<file path="src/dcdc_ctrl_regs.vh">
// Register offsets, field positions, reset values and timing counts for the converter control bank
`ifndef DCDC_CTRL_REGS_VH
`define DCDC_CTRL_REGS_VH

`define CONV_CFG_ADDR        8'h96
`define CONV_CTL_ADDR        8'h97
`define CONV_CFG_RESET       8'h00
`define CONV_CTL_RESET       8'h21

`define CTL_PULSE_HI         7
`define CTL_PULSE_LO         6
`define CTL_SWITCH_BIT       5
`define CTL_RSVD_BIT         4
`define CTL_SYNC_BIT         3
`define CTL_VOUT_HI          2
`define CTL_VOUT_LO          0

`define CFG_LOWBIAS_BIT      7
`define CFG_DIV_HI           6
`define CFG_DIV_LO           5
`define CFG_SARINV_BIT       4
`define CFG_SYSCLK_INV_BIT   3
`define CFG_ILIMIT_BIT       2
`define CFG_SLEEPFLT_BIT     1
`define CFG_CLKSRC_BIT       0

// Minimum pulse widths of 20, 40 and 80 ns in whole 8 ns system clocks, rounded up
`define PULSE_20_CYC         4'h3
`define PULSE_40_CYC         4'h5
`define PULSE_80_CYC         4'ha

`endif

</file>
<file path="src/conv_clk_div.v">
// Divide-by-1/2/4/8 clock-enable generator for the converter clock path
`timescale 1ns/1ps

module conv_clk_div #(
    parameter CNT_W = 3
) (
    input  wire       mclk_i,       // System clock
    input  wire       rst_i,        // Synchronous reset, active high
    input  wire       invert_i,     // Invert the divided output, except in divide by one
    input  wire [1:0] div_sel_i,    // 00 /1, 01 /2, 10 /4, 11 /8
    output reg        clk_o,        // Divided clock level
    output reg        tick_o        // One pulse per divided period
);

    reg  [CNT_W-1:0] cnt_reg;
    wire [CNT_W-1:0] cnt_next;
    reg  [CNT_W-1:0] last_cnt;
    reg              phase;

    always @* begin
        case (div_sel_i)
            2'b00:   last_cnt = 3'h0;
            2'b01:   last_cnt = 3'h1;
            2'b10:   last_cnt = 3'h3;
            default: last_cnt = 3'h7;
        endcase
    end

    assign cnt_next = (cnt_reg >= last_cnt) ? {CNT_W{1'b0}} : cnt_reg + 3'h1;

    // High for the first half of the divided period; divide by one toggles each edge
    always @* begin
        if (div_sel_i == 2'b00) begin
            phase = ~clk_o ^ invert_i;
        end else begin
            phase = (cnt_next <= (last_cnt >> 1)) ^ invert_i;
        end
    end

    always @(posedge mclk_i) begin
        if (rst_i) begin
            cnt_reg <= {CNT_W{1'b0}};
            clk_o   <= 1'b0;
            tick_o  <= 1'b0;
        end else begin
            cnt_reg <= cnt_next;
            clk_o   <= (div_sel_i == 2'b00) ? ~clk_o : phase;
            tick_o  <= (cnt_next == {CNT_W{1'b0}});
        end
    end

endmodule

</file>
<file path="src/dcdc_converter_ctrl_regs.v">
// Converter control and configuration register bank with clock-path and ADC sync selection
`timescale 1ns/1ps
`include "dcdc_ctrl_regs.vh"

// What this block does
// - Pulse-width code picks none, 20, 40, 80 ns
// - Switch bit: clear large, set small switches
// - Sync bit aligns ADC tracking and SAR clock
// - Voltage code maps 1.8 to 3.3 volts
// - Low-bias bit enables reduced-bias, lower current limit
// - Divider field divides system clock 1/2/4/8
// - Divider ignored when local oscillator selected
// - Source bit: clear oscillator, set system clock
// - Invert bit inverts divider output, except divide-by-one
// - SAR clock inverted when invert bit zero
module dcdc_converter_ctrl_regs (
    input  wire       mclk_i,               // System clock, 125 MHz
    input  wire       rst_i,                // Synchronous reset, active high
    input  wire [7:0] sfr_addr_i,           // Special-function register address
    input  wire [7:0] sfr_wdata_i,          // Write data
    input  wire       sfr_wr_i,             // Write strobe
    input  wire       sfr_rd_i,             // Read strobe
    output reg  [7:0] sfr_rdata_o,          // Read data, registered
    input  wire       local_osc_clk_i,      // Converter local oscillator level
    output reg  [1:0] min_pulse_sel_o,      // Minimum pulse width code
    output reg  [3:0] min_pulse_cycles_o,   // Minimum pulse width in system clocks
    output reg        switch_size_sel_o,    // 1 small switches, 0 large
    output reg  [2:0] out_voltage_sel_o,    // Target voltage code
    output reg  [7:0] out_voltage_onehot_o, // One-hot voltage selection to converter
    output reg        low_bias_en_o,        // Reduced-bias mode
    output reg        peak_limit_low_o,     // Lower peak inductor current limit
    output reg        peak_limit_sel_o,     // Peak current threshold bit
    output reg        sleep_float_o,        // Output floats in sleep
    output reg        conv_clk_o,           // Converter clock
    output reg        adc_sync_en_o,        // Tracking aligned to quiet interval
    output reg        sar_clk_o,            // SAR clock derived from converter clock
    output reg        sar_clk_aligned_o     // SAR clock is aligned to switching cycle
);

    ////////////////////////////////////////////////////////////////////////////////
    // Registers

    reg  [7:0] converter_control_reg;
    reg  [7:0] converter_configuration_reg;
    wire       div_clk;
    reg        local_osc_reg;
    reg        conv_clk_next;
    reg  [3:0] pulse_cycles_next;
    reg  [7:0] vout_onehot_next;
    reg        sar_clk_next;

    always @(posedge mclk_i) begin
        if (rst_i) begin
            converter_control_reg       <= `CONV_CTL_RESET;
            converter_configuration_reg <= `CONV_CFG_RESET;
        end else if (sfr_wr_i) begin
            if (sfr_addr_i == `CONV_CTL_ADDR) begin
                converter_control_reg <= sfr_wdata_i;
            end else if (sfr_addr_i == `CONV_CFG_ADDR) begin
                converter_configuration_reg <= sfr_wdata_i;
            end
        end
    end

    always @(posedge mclk_i) begin
        if (rst_i) begin
            sfr_rdata_o <= 8'h00;
        end else if (sfr_rd_i) begin
            if (sfr_addr_i == `CONV_CTL_ADDR) begin
                sfr_rdata_o <= converter_control_reg;
            end else if (sfr_addr_i == `CONV_CFG_ADDR) begin
                sfr_rdata_o <= converter_configuration_reg;
            end else begin
                sfr_rdata_o <= 8'h00;
            end
        end
    end

    ////////////////////////////////////////////////////////////////////////////////
    // Converter clock path

    conv_clk_div #(
        .CNT_W (3)
    ) u_div (
        .mclk_i    (mclk_i),
        .rst_i     (rst_i),
        .invert_i  (converter_configuration_reg[`CFG_SYSCLK_INV_BIT]),
        .div_sel_i (converter_configuration_reg[`CFG_DIV_HI:`CFG_DIV_LO]),
        .clk_o     (div_clk),
        .tick_o    ()
    );

    always @* begin
        if (converter_configuration_reg[`CFG_CLKSRC_BIT]) begin
            conv_clk_next = div_clk;
        end else begin
            conv_clk_next = local_osc_reg;
        end
    end

    // Both sources pass one flop before the mux, so a source switch keeps the latency
    always @(posedge mclk_i) begin
        if (rst_i) begin
            local_osc_reg <= 1'b0;
            conv_clk_o    <= 1'b0;
        end else begin
            local_osc_reg <= local_osc_clk_i;
            conv_clk_o    <= conv_clk_next;
        end
    end

    ////////////////////////////////////////////////////////////////////////////////
    // Switching stage controls

    always @* begin
        case (converter_control_reg[`CTL_PULSE_HI:`CTL_PULSE_LO])
            2'b00:   pulse_cycles_next = 4'h0;
            2'b01:   pulse_cycles_next = `PULSE_20_CYC;
            2'b10:   pulse_cycles_next = `PULSE_40_CYC;
            default: pulse_cycles_next = `PULSE_80_CYC;
        endcase
    end

    always @(posedge mclk_i) begin
        if (rst_i) begin
            min_pulse_sel_o    <= 2'h0;
            min_pulse_cycles_o <= 4'h0;
        end else begin
            min_pulse_sel_o    <= converter_control_reg[`CTL_PULSE_HI:`CTL_PULSE_LO];
            min_pulse_cycles_o <= pulse_cycles_next;
        end
    end

    always @(posedge mclk_i) begin
        if (rst_i) begin
            switch_size_sel_o <= 1'b1;
        end else begin
            switch_size_sel_o <= converter_control_reg[`CTL_SWITCH_BIT];
        end
    end

    always @* begin
        case (converter_control_reg[`CTL_VOUT_HI:`CTL_VOUT_LO])
            3'h0:    vout_onehot_next = 8'h01; // 1.8 V
            3'h1:    vout_onehot_next = 8'h02; // 1.9 V
            3'h2:    vout_onehot_next = 8'h04; // 2.0 V
            3'h3:    vout_onehot_next = 8'h08; // 2.1 V
            3'h4:    vout_onehot_next = 8'h10; // 2.4 V
            3'h5:    vout_onehot_next = 8'h20; // 2.7 V
            3'h6:    vout_onehot_next = 8'h40; // 3.0 V
            default: vout_onehot_next = 8'h80; // 3.3 V
        endcase
    end

    always @(posedge mclk_i) begin
        if (rst_i) begin
            out_voltage_sel_o    <= 3'h1;
            out_voltage_onehot_o <= 8'h02;
        end else begin
            out_voltage_sel_o    <= converter_control_reg[`CTL_VOUT_HI:`CTL_VOUT_LO];
            out_voltage_onehot_o <= vout_onehot_next;
        end
    end

    always @(posedge mclk_i) begin
        if (rst_i) begin
            low_bias_en_o    <= 1'b0;
            peak_limit_low_o <= 1'b0;
        end else begin
            low_bias_en_o    <= converter_configuration_reg[`CFG_LOWBIAS_BIT];
            peak_limit_low_o <= converter_configuration_reg[`CFG_LOWBIAS_BIT];
        end
    end

    // Peak threshold and sleep connection are plain copies of their bits
    always @(posedge mclk_i) begin
        if (rst_i) begin
            peak_limit_sel_o <= 1'b0;
            sleep_float_o    <= 1'b0;
        end else begin
            peak_limit_sel_o <= converter_configuration_reg[`CFG_ILIMIT_BIT];
            sleep_float_o    <= converter_configuration_reg[`CFG_SLEEPFLT_BIT];
        end
    end

    ////////////////////////////////////////////////////////////////////////////////
    // ADC timing

    always @(posedge mclk_i) begin
        if (rst_i) begin
            adc_sync_en_o     <= 1'b0;
            sar_clk_aligned_o <= 1'b0;
        end else begin
            adc_sync_en_o     <= converter_control_reg[`CTL_SYNC_BIT];
            sar_clk_aligned_o <= converter_control_reg[`CTL_SYNC_BIT];
        end
    end

    always @* begin
        if (converter_control_reg[`CTL_SYNC_BIT]) begin
            sar_clk_next = conv_clk_next ^ ~converter_configuration_reg[`CFG_SARINV_BIT];
        end else begin
            sar_clk_next = 1'b0;
        end
    end

    // SAR clock held low while sync is off
    always @(posedge mclk_i) begin
        if (rst_i) begin
            sar_clk_o <= 1'b0;
        end else begin
            sar_clk_o <= sar_clk_next;
        end
    end

endmodule

</file>
<file path="config.mk">
export PLATFORM = sky130hd
export DESIGN_NAME = dcdc_converter_ctrl_regs
export DESIGN_NICKNAME = d
export VERILOG_FILES = /design/src/conv_clk_div.v /design/src/dcdc_converter_ctrl_regs.v
export VERILOG_INCLUDE_DIRS = /design/src
export SDC_FILE = /design/constraint.sdc
export NUM_CORES = 1
export LEC_CHECK = 0
export ABC_CLOCK_PERIOD_IN_PS = 2900
export BUFFER_PORTS_ARGS = -buffer_cell sky130_fd_sc_hd__buf_4
export CORE_ASPECT_RATIO = 0.75
export CORE_MARGIN = 3
export CORE_UTILIZATION = 40
export CTS_BUF_LIST = sky130_fd_sc_hd__clkbuf_2
export DETAILED_ROUTE_END_ITERATION = 16
export PLACE_DENSITY = 0.62
export SETUP_SLACK_MARGIN = 0.02
export SYNTH_ARGS = -nofsm -noshare
export SYNTH_HDL_FRONTEND = slang
export SYNTH_SLANG_ARGS = --single-unit
</file>
<file path="constraint.sdc">
create_clock -name mclk_i -period 2.9 [get_ports mclk_i]
set_input_delay 0.435 -clock mclk_i [delete_from_list [all_inputs] [get_ports mclk_i]]
set_output_delay 0.435 -clock mclk_i [all_outputs]
set_load 0.03 [all_outputs]
</file>
==> impl_results.md <==
* Vias/cell at 4.73
* Startpoint types: register
* DR iter-0 viols at 48
* Crit-path cells: or2_2 -> ha_1 -> nor2b_1 -> o21ai_1 -> buf_4 -> nor2_1 -> ha_1 -> nor2b_1 -> o21ai_0 -> o21a_1 -> o211ai_1
* Final Hold Slack at approximately 180 ps
* Worst R2R End: u_div.clk_o
* Outcome: finished clean
* Kind of cell adding the most delay to the critical path: simple AND/OR/NAND/NOR gates
* Max IR drop VDD at about 0.22 mV
* Final Max Tran Viols at 0
* GRT Residual Overflow at 0
* ANT nets after route at 0
* Synth cell types at 36
* Worst Skew at between 9 and 10 ps
* Crit path max fanout at 7
* Slew HR at a little over three fifths
* Most frequent cells after synthesis: dfxtp_1, nor2_1, mux2i_1
* Die Area at 6090 sq um
* Worst path slowest cell: dfxtp_1
* Postcts setup bufs at 0
* Slowest stage delay, CP at roughly 400 ps
* CTS tree: built
* Synth area leader: dfxtp_1
* Drt total wl at a little under 4 mm
* Die Y at 68.3 microns
* Pleak at around 1.1 nW
* RSZ-0062 raised after global routing: false
* Largest net degree at the start of global routing at between 40 and 50
* Synth Warn # at 0
* Seq/Total Area, Yosys at between 50% and 60%
* Synth area leaders: dfxtp_1, mux2i_1, ha_1, nor2_1, mux2_2
* FF-to-FF path depth at 11
* Die X-Extent at approximately 90 microns
* I/O Buffers at 54
* DRT Pass-1 Iters at 4
* Initial Util at 41.8%
* FP Rows at 22
* Post-synth top area share at about half
* Dpl cells at 307
* Initial antenna violation count at 0
* I/O pin count at 55
* CTS buffer count at 5
* Routability cong. at 0.769
* Fmax achieved at 429 MHz
* First-pass GRT wire length at ~6.4 mm
* Critical path class: reg2reg
* Total track usage at roughly 14%
* CTS root buffer: clkbuf_2
* Max-cap violations at 0
* Arr. time, crit path at 2700 ps
* Clock transition at path regs at 270 ps
* Worst min path class: in2reg
* Slew @ Worst Pin at ~560 ps
* Worst path depth at 11
* Setup violations, final at 0
* Post-Synthesis Cells at 206
* Number of synthesized flops with an enable pin at 0
* CTS resizes at 0
* Final hold violations at 0
* Post-DP HPWL at about 2.8 mm
* Fin Setup TNS at 0 ps
* Area of the core at ~5000 sq um
* Worst reg2reg path startpoint: converter_configuration_reg[5]
* Total power at between 0.001 and 0.0015 W
* Area Overhead vs Synth at 21.4%
* R2R Setup Slk at roughly 570 ps
* Final min period at ~2300 ps
* Mapped Area at 2070 sq um
* Tcrit/Tclk final at between 80% and 90%
* Final #Nets at ~280
* CP endpoint kind: register
* Worst Path Required at 3270 ps
* Async SR Flop Fraction at 0%
* Vias in the first global route at 1455
* Syn Area/Cell at approximately 10 sq um
* Ratio of cells with drive above 1 in the final layout at 29.0%
* Htree depth at 2
* CTS Buffer Depth at 2
* Ant diodes at 0
* Worst setup startpoint: converter_configuration_reg[5]
* Worst setup path end: u_div.clk_o
* Sink Count at 53
* DRC viols at 0
* Finished Layout Cells at about 320
* Vias at between 1000 and 1500
* Count leader, synth: dfxtp_1
* Power density over the cells at between 400 and 500 nW/um^2
* Synth Flop Type: dfxtp_1
* Clk_lat worst skew at between 400 and 500 ps
* Synth Net Count at 236
* Crit path buf inv count at 1
* Seq cells post-synth at between 50 and 60
* Hold-fix buffers, CTS at 0
* WL per Instance at 12.5 microns
-- report_power, final --
group	switching (W)	internal, W	leakage, nW	total, W
clock network	0.000241	0.0000620	0.0329	0.000303
registers	0.00000120	0.000734	0.428	0.000735
logic	0.0000270	0.0000281	0.630	0.0000551
-- worst register-to-register path: cells and delay by family, from the launching register on --
family,cells,cell delay (ps)
AOI/OAI and AO/OA,4,500
adders and majority gates,2,520
buffers and inverters,1,150
DFF,1,400
and+or+nand+nor,4,680
-- stage by stage --
step                setup WS [ps]  instance area, sq um  util, %
finish                        570                  2510     50.7
global route                  438                  2510     50.7
CTS                           568                  2510     50.7
detailed placement            594                  2470     49.8
global placement              632                  2470     49.8
floorplan                     655                  2070        -
-- worst min-delay path by stage --
| stage | cells after the start | to | slack [ps] | from |
|---|---|---|---|---|
| floorplan | 2 | switch_size_sel_o | 410 | converter_control_reg[5] |
| global placement | 2 | switch_size_sel_o | 440 | converter_control_reg[5] |
| detailed placement | 2 | switch_size_sel_o | 430 | converter_control_reg[5] |
| CTS | 2 | local_osc_reg | 160 | local_osc_clk_i |
| global route | 2 | local_osc_reg | 160 | local_osc_clk_i |
| finish | 2 | local_osc_reg | 180 | local_osc_clk_i |
-- cell families after synthesis --
kind of cell             count (synthesis)  synth area share (%)
AO/OA/AOI/OAI                           19                  5.02
multiplexers                            20                  10.1
buffers and inverters                   21                  5.74
XOR/XNOR                                 2                 0.846
flip-flops                              53                  51.2
adder cells (fa/ha/maj)                  9                  5.44
AND/OR/NAND/NOR                         82                  21.6
-- layout make-up --
cell class / instances / area, sq um
Sequential cell: 53 / 1060
Clock buffer: 5 / 25.0
Multi-Input combinational cell: 132 / 891
Fill cell: 500 / 2440
Inverter: 7 / 26.3
Timing Repair Buffer: 55 / 413
Tap cell: 60 / 75.1
Clock inverter: 3 / 22.5
-- layout by cell type, fill, tap and decap left out, types with 5 or more instances in the layout --
cell type  instances
buf_4             55
nor2_1            24
ha_1               9
dfxtp_1           53
clkbuf_2           5
nand3_1            8
nand2b_1          11
inv_1              7
a21oi_1           11
nand2_1            8
mux2i_1           13
nor3_1             7
nor2b_1           11
mux2_2             7
-- layer usage --
metal	share of wire, %	track usage (%)
met1	51	17.7
met3	5.4	3.85
met4	1.1	5.02
met5	0	0
met2	42	21.9
Note: power is estimated with default switching activity, not from simulation.
